<file path="src/rtl/rcs_pkg.sv">
// Constants shared by the reference clock switchover block
package rcs_pkg;
	localparam int RCS_AW = 4;
	localparam int RCS_DW = 16;
	localparam int RCS_NPLL = 4;
	localparam int RCS_DIVW = 7;
	localparam int RCS_TRIMW = 5;
	localparam int RCS_CAPW = 6;
	localparam int RCS_FBW = 12;
	localparam int RCS_FRW = 4;
	localparam int RCS_MW = 14;
	localparam int RCS_CNTW = 2;

	// Register offsets
	localparam logic [RCS_AW-1:0] RCS_OFS_CTRL = 4'h0;
	localparam logic [RCS_AW-1:0] RCS_OFS_PREDIV0 = 4'h1;
	localparam logic [RCS_AW-1:0] RCS_OFS_TRIM = 4'h5;
	localparam logic [RCS_AW-1:0] RCS_OFS_DRIVE = 4'h6;
	localparam logic [RCS_AW-1:0] RCS_OFS_FEEDBACK = 4'h7;
	localparam logic [RCS_AW-1:0] RCS_OFS_STATUS = 4'h8;
	localparam logic [RCS_AW-1:0] RCS_OFS_MULT = 4'h9;
	localparam logic [RCS_AW-1:0] RCS_OFS_LOADCAP = 4'ha;

	// Control and feedback field positions
	localparam int RCS_CTRL_PRIM_BIT = 0;
	localparam int RCS_CTRL_MODE_LO = 1;
	localparam int RCS_CTRL_MODE_HI = 2;
	localparam int RCS_FB_ADD_LO = 12;

	// Reset values
	localparam logic [RCS_DIVW-1:0] RCS_PREDIV_RST = 7'h01;
	localparam logic [RCS_DIVW-1:0] RCS_PREDIV3_RST = 7'h03;
	localparam logic [RCS_TRIMW-1:0] RCS_TRIM_RST = 5'h00;
	localparam logic [1:0] RCS_DRIVE_RST = 2'h3;

	// Pre-divider codes
	localparam logic [RCS_DIVW-1:0] RCS_DIV_OFF = 7'h00;
	localparam logic [RCS_DIVW-1:0] RCS_DIV3_MIN = 7'h03;
	localparam int RCS_LAST_PLL = 3;

	// Load capacitance in eighths of a picofarad: 3.5 pF base, 0.125 pF step
	localparam real RCS_CAP_BASE_PF = 3.5;
	localparam real RCS_CAP_STEP_PF = 0.125;
	localparam logic [RCS_CAPW-1:0] RCS_CAP_BASE_STEPS = 6'(int'(RCS_CAP_BASE_PF / RCS_CAP_STEP_PF));

	// Missing-primary threshold in secondary periods
	localparam logic [RCS_CNTW-1:0] RCS_LOSS_PERIODS = 2'h2;
endpackage

</file>
<file path="src/rtl/rcs_ref_switch.sv">
// Reference clock selection, loss detection and reference configuration
//
// The register offsets and the plain strobed port were decided locally.
`timescale 1ns/1ps
`default_nettype none
module rcs_ref_switch
	import rcs_pkg::*;
(
	input wire logic sys_clk,
	input wire logic arst_n,
	input wire logic crystal_or_ref_input,
	input wire logic second_ref_input,
	input wire logic input_clock_select_pin,
	input wire logic [RCS_AW-1:0] reg_addr,
	input wire logic [RCS_DW-1:0] reg_wdata,
	input wire logic reg_wr,
	input wire logic reg_rd,
	output logic [RCS_DW-1:0] reg_rdata,
	output logic ref_out,
	output logic using_secondary,
	output logic primary_lost,
	output logic [RCS_NPLL-1:0] pll_power_down,
	output logic pll3_div_invalid,
	output logic [RCS_CAPW-1:0] load_cap_steps,
	output logic [1:0] crystal_drive_strength,
	output logic [RCS_MW-1:0] fb_multiplier
);
	// Bits: select pin, second input, crystal/ref input, from the top
	localparam int NSYNC = 3;

	// Synchroniser state: stage one, stage two, previous of stage two
	logic [NSYNC-1:0] sync1, sync2, sync_prev;
	logic [NSYNC-1:0] next_sync1, next_sync2, next_sync_prev;

	// Configuration registers
	logic primary_source_select;
	logic [1:0] switchover_mode;
	logic [RCS_DIVW-1:0] prediv [RCS_NPLL];
	logic [RCS_TRIMW-1:0] crystal_load_trim;
	logic [RCS_FBW-1:0] feedback_count;
	logic [RCS_FRW-1:0] feedback_fraction_add;
	logic next_primary_source_select;
	logic [1:0] next_switchover_mode;
	logic [RCS_DIVW-1:0] next_prediv [RCS_NPLL];
	logic [RCS_TRIMW-1:0] next_crystal_load_trim;
	logic [1:0] next_crystal_drive_strength;
	logic [RCS_FBW-1:0] next_feedback_count;
	logic [RCS_FRW-1:0] next_feedback_fraction_add;

	// Selection state
	logic [RCS_CNTW-1:0] sec_periods, next_sec_periods;
	logic next_primary_lost, next_using_secondary, next_ref_out;

	// Derived outputs and read data
	logic [RCS_NPLL-1:0] next_pll_power_down;
	logic next_pll3_div_invalid;
	logic [RCS_CAPW-1:0] next_load_cap_steps;
	logic [RCS_MW-1:0] next_fb_multiplier;
	logic [RCS_DW-1:0] next_reg_rdata;

	// Source views in primary/secondary terms
	logic prim_lvl, sec_lvl, prim_edge, sec_rise, pin_lvl, auto_mode, want_secondary;
	logic cur_lvl, tgt_lvl;

	// Two-flop synchronisers on all pins
	// Pins are asynchronous to sys_clk; only the second stage reads the first
	always_comb
	begin
		next_sync1 = {input_clock_select_pin, second_ref_input, crystal_or_ref_input};
		next_sync2 = sync1;
		next_sync_prev = sync2;
	end

	// Synchroniser flops reset to the pins' idle low level
	// A pin high at release gives one false edge, harmless beside a running primary
	always_ff @(posedge sys_clk or negedge arst_n)
	begin
		if (!arst_n)
		begin
			sync1 <= '0;
			sync2 <= '0;
			sync_prev <= '0;
		end
		else
		begin
			sync1 <= next_sync1;
			sync2 <= next_sync2;
			sync_prev <= next_sync_prev;
		end
	end

	// Map physical inputs onto primary and secondary roles
	// Edges compare the second stage with its previous value
	always_comb
	begin
		prim_lvl = primary_source_select ? sync2[1] : sync2[0];
		sec_lvl = primary_source_select ? sync2[0] : sync2[1];
		prim_edge = primary_source_select ? (sync2[1] ^ sync_prev[1])
			: (sync2[0] ^ sync_prev[0]);
		sec_rise = primary_source_select ? (sync2[0] & ~sync_prev[0])
			: (sync2[1] & ~sync_prev[1]);
		pin_lvl = sync2[2];
		auto_mode = switchover_mode[1];
	end

	// Register writes
	// Unmapped offsets match no compare, so such writes are dropped
	// Control holds the primary choice and the two mode bits
	always_comb
	begin
		next_primary_source_select = primary_source_select;
		next_switchover_mode = switchover_mode;
		next_prediv = prediv;
		next_crystal_load_trim = crystal_load_trim;
		next_crystal_drive_strength = crystal_drive_strength;
		next_feedback_count = feedback_count;
		next_feedback_fraction_add = feedback_fraction_add;
		if (reg_wr)
		begin
			if (reg_addr == RCS_OFS_CTRL)
			begin
				next_primary_source_select = reg_wdata[RCS_CTRL_PRIM_BIT];
				next_switchover_mode = reg_wdata[RCS_CTRL_MODE_HI:RCS_CTRL_MODE_LO];
			end
			for (int i = 0; i < RCS_NPLL; i++)
			begin
				if (reg_addr == RCS_OFS_PREDIV0 + RCS_AW'(i))
					next_prediv[i] = reg_wdata[RCS_DIVW-1:0];
			end
			if (reg_addr == RCS_OFS_TRIM)
				next_crystal_load_trim = reg_wdata[RCS_TRIMW-1:0];
			if (reg_addr == RCS_OFS_DRIVE)
				next_crystal_drive_strength = reg_wdata[1:0];
			if (reg_addr == RCS_OFS_FEEDBACK)
			begin
				next_feedback_count = reg_wdata[RCS_FBW-1:0];
				next_feedback_fraction_add = reg_wdata[RCS_FB_ADD_LO+RCS_FRW-1:RCS_FB_ADD_LO];
			end
		end
	end

	// Configuration registers; reset leaves every PLL running
	always_ff @(posedge sys_clk or negedge arst_n)
	begin
		if (!arst_n)
		begin
			primary_source_select <= 1'b0;
			switchover_mode <= 2'h0;
			for (int i = 0; i < RCS_NPLL; i++)
				prediv[i] <= (i == RCS_LAST_PLL) ? RCS_PREDIV3_RST : RCS_PREDIV_RST;
			crystal_load_trim <= RCS_TRIM_RST;
			crystal_drive_strength <= RCS_DRIVE_RST;
			feedback_count <= '0;
			feedback_fraction_add <= '0;
		end
		else
		begin
			primary_source_select <= next_primary_source_select;
			switchover_mode <= next_switchover_mode;
			prediv <= next_prediv;
			crystal_load_trim <= next_crystal_load_trim;
			crystal_drive_strength <= next_crystal_drive_strength;
			feedback_count <= next_feedback_count;
			feedback_fraction_add <= next_feedback_fraction_add;
		end
	end

	// Loss detection, source choice and glitch-free hand-over
	// Counts secondary rising edges, restarting on any primary edge
	// The first counted period after the last primary edge may be partial
	// References must run well below sys_clk for each level to be seen
	always_comb
	begin
		next_sec_periods = sec_periods;
		next_primary_lost = primary_lost;
		if (prim_edge)
		begin
			next_sec_periods = '0;
			next_primary_lost = 1'b0;
		end
		else if (sec_rise && !primary_lost)
		begin
			next_sec_periods = sec_periods + 1'b1;
			if (next_sec_periods == RCS_LOSS_PERIODS)
				next_primary_lost = 1'b1;
		end
		want_secondary = auto_mode ? primary_lost : pin_lvl;
		cur_lvl = using_secondary ? sec_lvl : prim_lvl;
		tgt_lvl = want_secondary ? sec_lvl : prim_lvl;
		next_using_secondary = using_secondary;
		// Swap only while both sides are low; a dead source is not waited on
		// A current source stuck high in manual mode holds off the swap
		if (want_secondary != using_secondary && !tgt_lvl
			&& (!cur_lvl || (auto_mode && primary_lost)))
			next_using_secondary = want_secondary;
		next_ref_out = next_using_secondary ? sec_lvl : prim_lvl;
	end

	// Selection state and the sampled reference copy
	always_ff @(posedge sys_clk or negedge arst_n)
	begin
		if (!arst_n)
		begin
			sec_periods <= '0;
			primary_lost <= 1'b0;
			using_secondary <= 1'b0;
			ref_out <= 1'b0;
		end
		else
		begin
			sec_periods <= next_sec_periods;
			primary_lost <= next_primary_lost;
			using_secondary <= next_using_secondary;
			ref_out <= next_ref_out;
		end
	end

	// Derived PLL settings
	// The fourth PLL has no power-down code; its low codes are only flagged
	// Load capacitance counts eighths of a picofarad
	// Widest multiplier is twice the largest count plus the addend plus one
	always_comb
	begin
		for (int i = 0; i < RCS_NPLL; i++)
			next_pll_power_down[i] = (i != RCS_LAST_PLL) && (prediv[i] == RCS_DIV_OFF);
		next_pll3_div_invalid = prediv[RCS_LAST_PLL] < RCS_DIV3_MIN;
		next_load_cap_steps = RCS_CAP_BASE_STEPS + RCS_CAPW'(crystal_load_trim);
		if (feedback_fraction_add != '0)
			next_fb_multiplier = RCS_MW'({feedback_count, 1'b0})
				+ RCS_MW'(feedback_fraction_add) + RCS_MW'(1'b1);
		else
			next_fb_multiplier = RCS_MW'({feedback_count, 1'b0});
	end

	// Derived settings, one cycle behind the configuration registers
	always_ff @(posedge sys_clk or negedge arst_n)
	begin
		if (!arst_n)
		begin
			pll_power_down <= '0;
			pll3_div_invalid <= 1'b0;
			load_cap_steps <= RCS_CAP_BASE_STEPS;
			fb_multiplier <= '0;
		end
		else
		begin
			pll_power_down <= next_pll_power_down;
			pll3_div_invalid <= next_pll3_div_invalid;
			load_cap_steps <= next_load_cap_steps;
			fb_multiplier <= next_fb_multiplier;
		end
	end

	// Read data, valid the cycle after the strobe, zero otherwise
	// Status packs the selection flags below the power-down bits
	// Divider offsets are matched in the default branch
	always_comb
	begin
		next_reg_rdata = '0;
		if (reg_rd)
		begin
			unique case (reg_addr)
				RCS_OFS_CTRL: next_reg_rdata = RCS_DW'({switchover_mode, primary_source_select});
				RCS_OFS_TRIM: next_reg_rdata = RCS_DW'(crystal_load_trim);
				RCS_OFS_DRIVE: next_reg_rdata = RCS_DW'(crystal_drive_strength);
				RCS_OFS_FEEDBACK: next_reg_rdata = {feedback_fraction_add, feedback_count};
				RCS_OFS_STATUS: next_reg_rdata = RCS_DW'({pll_power_down, pll3_div_invalid,
					primary_lost, using_secondary});
				RCS_OFS_MULT: next_reg_rdata = RCS_DW'(fb_multiplier);
				RCS_OFS_LOADCAP: next_reg_rdata = RCS_DW'(load_cap_steps);
				default:
				begin
					for (int i = 0; i < RCS_NPLL; i++)
					begin
						if (reg_addr == RCS_OFS_PREDIV0 + RCS_AW'(i))
							next_reg_rdata = RCS_DW'(prediv[i]);
					end
				end
			endcase
		end
	end

	// Read data register; zero between reads keeps the bus quiet
	always_ff @(posedge sys_clk or negedge arst_n)
	begin
		if (!arst_n)
			reg_rdata <= '0;
		else
			reg_rdata <= next_reg_rdata;
	end
endmodule
`default_nettype wire

</file>
<file path="config.mk">
export PLATFORM = sky130hd
export DESIGN_NAME = rcs_ref_switch
export DESIGN_NICKNAME = d
export VERILOG_FILES = /design/src/rtl/rcs_pkg.sv /design/src/rtl/rcs_ref_switch.sv
export SDC_FILE = /design/constraint.sdc
export NUM_CORES = 1
export LEC_CHECK = 0
export ABC_AREA = 1
export ABC_CLOCK_PERIOD_IN_PS = 1400
export BUFFER_PORTS_ARGS = -buffer_cell sky130_fd_sc_hd__buf_2
export CAP_MARGIN = 20
export CORE_ASPECT_RATIO = 0.9
export CORE_MARGIN = 2
export CORE_UTILIZATION = 50
export DETAILED_ROUTE_END_ITERATION = 10
export PLACE_DENSITY = 0.74
export SLEW_MARGIN = 5
export SYNTH_ARGS = -nofsm -noshare
export SYNTH_HDL_FRONTEND = slang
export SYNTH_SLANG_ARGS = --single-unit
</file>
<file path="constraint.sdc">
create_clock -name sys_clk -period 1.4 [get_ports sys_clk]
set_input_delay 0.07 -clock sys_clk [delete_from_list [all_inputs] [get_ports sys_clk]]
set_output_delay 0.07 -clock sys_clk [all_outputs]
set_load 0.05 [all_outputs]
</file>
==> qor.log <==
[sta] Max Transition Viols Final 0
[clocking] Worst-Skew Late Latency 380 ps
[critical_path] Crit path required time 1710 ps
[critical_path] crit path capture type flip-flop
[logic_synthesis] Post-Synthesis Cells 597
[layout] number of filler instances in the final layout 842
[logic_synthesis] number of register bits inferred by synthesis 107
[sta] setup repair after global routing missed its margin yes
[grt] vias in the first global route 4009
[sta] TNS Setup -165 ps
[floorplanning] die outline width 108 um
[logic_synthesis] average instance area after synthesis 8.23 um2
[route] number of DRC markers in iteration 0 356
[floorplanning] starting density of the core 51.1%
[layout] layout overhead on the synthesized area 23.1%
[critical_path] launching element type of the critical path flip-flop
[power] total power 9.10 mW
[clocking] Clk pin slew, worst setup/hold paths 100 ps
[critical_path] reg2reg setup slack -40 ps
[hold_path] beginning of the worst hold path reg_rd
[sta] setup clock skew after layout 16.8 ps
[clocking] H-tree lvl count 3
[logic_synthesis] number of distinct library cells after synthesis 30
[grt] pin count of the biggest net entering global routing 54
[layout] leading cell type in the layout, fill and taps excluded nand2_1
[route] final WL 12800 um
[sta] final hold violations 0
[layout] combined area of the multi-input logic cells 2000 um2
[clocking] number of buffers created by CTS 9
[outcome] failing checks setup timing
[hold_path] Min-Delay Endpoint reg_rdata[5]
[clocking] clock tree from TritonCTS built
[route] total via count in the routed design 4338
[layout] most used cells in the layout excluding fill and tap cells nand2_1, dfrtp_1, buf_2
[place] worst slack, placed -94.4 ps
[critical_path] Slowest Stage Delay on Critical Path 420 ps
[layout] fraction of final layout cells sized beyond drive strength 1 25.0%
[grt] number of antenna violations at the first check in global routing 0
[logic_synthesis] Synthesis Warnings 0
[grt] highest-utilization routing layer at the global route stage met1
[place] Cell Count Post-Placement 810
[critical_path] dominant delay contributor by cell family on the critical path simple AND/OR/NAND/NOR gates
[layout] Layout Cells excl Fill 841
[grt] global routing usage summed across all routing layers 25.5%
[critical_path] Crit Reg-Reg Startpoint feedback_count[2]
[place] detailed-placement wirelength estimate 9400 um
[layout] number of diodes added for antenna fixing 0
[sta] crit path setup slack, layout -40.7 ps
[critical_path] Max stage delay cell, worst path dfrtp_1
[logic_synthesis] Post-Synthesis Net Count 632
[critical_path] signal arrival time at the worst endpoint 1750 ps
[sta] min cycle time layout 1440 ps
[sta] fin crit share 103%
[floorplanning] number of standard-cell rows in the floorplan 34
[critical_path] cells on worst reg2reg path 9
[power] leakage power 3.09 nW
[grt] met1 usage 39.8%
[route] drt via density 5.16
[logic_synthesis] post-synth design cell area 4910 um2
[route] antenna violation net count after detailed routing 0
[job] max capacitance violation total 0
[hold_path] depth of the worst hold-timing path 3
[floorplanning] Die H 98.0 um
[critical_path] list of cells traversed by the critical path ha_4, nand2_1, nor2_1, nand2_1, nand3_2, nand2_2, nor2_4, nand3_1, nand2_1
[logic_synthesis] share of synthesized area occupied by flip-flops and latches 54.8%
[clocking] number of clock sinks 107
[power] power density of the placed cells 1500 nW/um2
[layout] number of nets in the final layout 745
[critical_path] crit path kind reg2reg
[outcome] status finished, violations left
[critical_path] number of buffers and inverters on the critical path 0
[place] quantity of I/O buffers inserted on ports 71
[clocking] number of buffers on the longest clock path 2
[route] DRC violations left 0
[floorplanning] area of the core region 9610 um2
[grt] GR met2 Demand/Resource 36.3%
[critical_path] endpoint of the most critical register-to-register path fb_multiplier[11]
[power] worst supply voltage drop on vdd 1.07 mV
[hold_path] worst hold path type in2reg
[route] average wire length per cell after detail routing 15.2 um
[grt] GR Layer Usage met3 6.34%
[place] GPL Wtd Cong 0.916
[sta] WHS 18.3 ps
[grt] global-route wire length before repair 20900 um
[critical_path] maximum net fanout on the critical path 4
[sta] total setup violations reported at the end of the flow 9
[floorplanning] floorplan die area 10600 um2
[grt] total overflow reported by the global router 0
[route] DRT Pass-1 Iters 5
[clocking] clock root buffer clkbuf_8
[layout] area taken by flip-flops and latches 2690 um2
[sta] Max Clk Rate 694 MHz
[critical_path] Top cell by count, worst path nand2_1
[floorplanning] number of top-level design ports 73
-- state kept, by name (all words and copies together) (netlist names) --
register                cells
sec_periods                 2
feedback_fraction_add       4
prediv                     28
sync_prev                   2
next_sync2                  3
primary_lost                1
pll3_div_invalid            1
reg_rdata                  16
crystal_load_trim           5
crystal_drive_strength      2
fb_multiplier              14
switchover_mode             2
ref_out                     1
using_secondary             1
feedback_count             12
next_sync_prev              3
load_cap_steps              6
pll_power_down              3
primary_source_select       1
-- where the power goes --
part / switching [mW] / total, mW / internal (mW) / leakage, nW
combinational: 2.05 / 2.99 / 0.938 / 1.68
sequential: 0.498 / 4.22 / 3.72 / 1.31
clock: 1.12 / 1.89 / 0.771 / 0.0981
-- metrics by stage --
| step | utilization, % | area (um2) |
|---|---|---|
| finish | 62.9 | 6050 |
| global route | 62.9 | 6050 |
| CTS | 62.5 | 6000 |
| detailed placement | 58.6 | 5630 |
| global placement | 58.6 | 5630 |
| floorplan | - | 4940 |
-- worst min-delay path, delay by kind of cell --
family,cells,cell delay (ps)
simple gates,2,120
buf+inv,1,160
-- routing by layer --
metal / wire, um / vias to the layer above
met2: 5650 / 169
met4: 124 / 0
li1: - / 2112
met3: 1020 / 11
met5: 0 / -
met1: 5970 / 2046
-- synthesized netlist by cell type (all sizes together) --
cell type	n	share of area (%)
a2111oi	1	0.18
a21oi	18	1.8
buf	15	1.7
clkinv	1	0.076
conb	1	0.076
dfrtp	97	49
dfstp	10	5.3
fa	1	0.41
ha	7	1.8
inv	62	4.7
mux2	1	0.23
nand2	202	16
nand3	25	2.6
nand4	7	0.89
nor2	75	6.5
nor3	6	0.61
nor4	3	0.38
o211ai	3	0.46
o21ai	57	5.8
o221ai	1	0.18
or2	1	0.13
xor2	3	0.53
-- cell families (layout without fill, tap and decap cells) --
logic type / Yosys count / after routing / synth area share, %
muxes: 1 / 1 / 0.229
AOI/OAI and AO/OA: 80 / 80 / 8.46
buffers and inverters: 78 / 196 / 6.55
and+or+nand+nor: 319 / 319 / 27.2
other: 1 / 1 / 0.0763
DFF: 107 / 107 / 54.8
adders and majority gates: 8 / 8 / 2.19
xor gates and xnor gates: 3 / 3 / 0.535
-- worst max path at each step --
stage | slack (ps) | startpoint | end | cells past startpoint
after floorplan | 20 | feedback_count[0] | fb_multiplier[11] | 9
after detailed placement | -90 | feedback_fraction_add[1] | fb_multiplier[9] | 9
final | -40 | feedback_count[2] | fb_multiplier[11] | 9
after global routing | -120 | feedback_count[2] | fb_multiplier[9] | 9
after CTS | -20 | feedback_fraction_add[1] | fb_multiplier[11] | 9
after global placement | -70 | feedback_count[0] | fb_multiplier[9] | 9
-- cell type report --
cell class	count	share of cell area (%)
inverters	63	3.91
flip-flops and latches	107	44.5
multi-input cells	412	33.1
repair buffers	117	12.6
clock buffers	11	2.50
clock inverters	5	0.745
well taps	126	2.61
-- repair_timing --
| action | in CTS | in global routing |
|---|---|---|
| pin swaps | 6 | 8 |
| hold endpoints to repair | 108 | 0 |
| resized for setup | 16 | 14 |
| endpoints found under the setup margin | 9 | 14 |
| setup buffers | 1 | 2 |
| hold buffers | 12 | 0 |
Power figures use the tool's default switching activity.
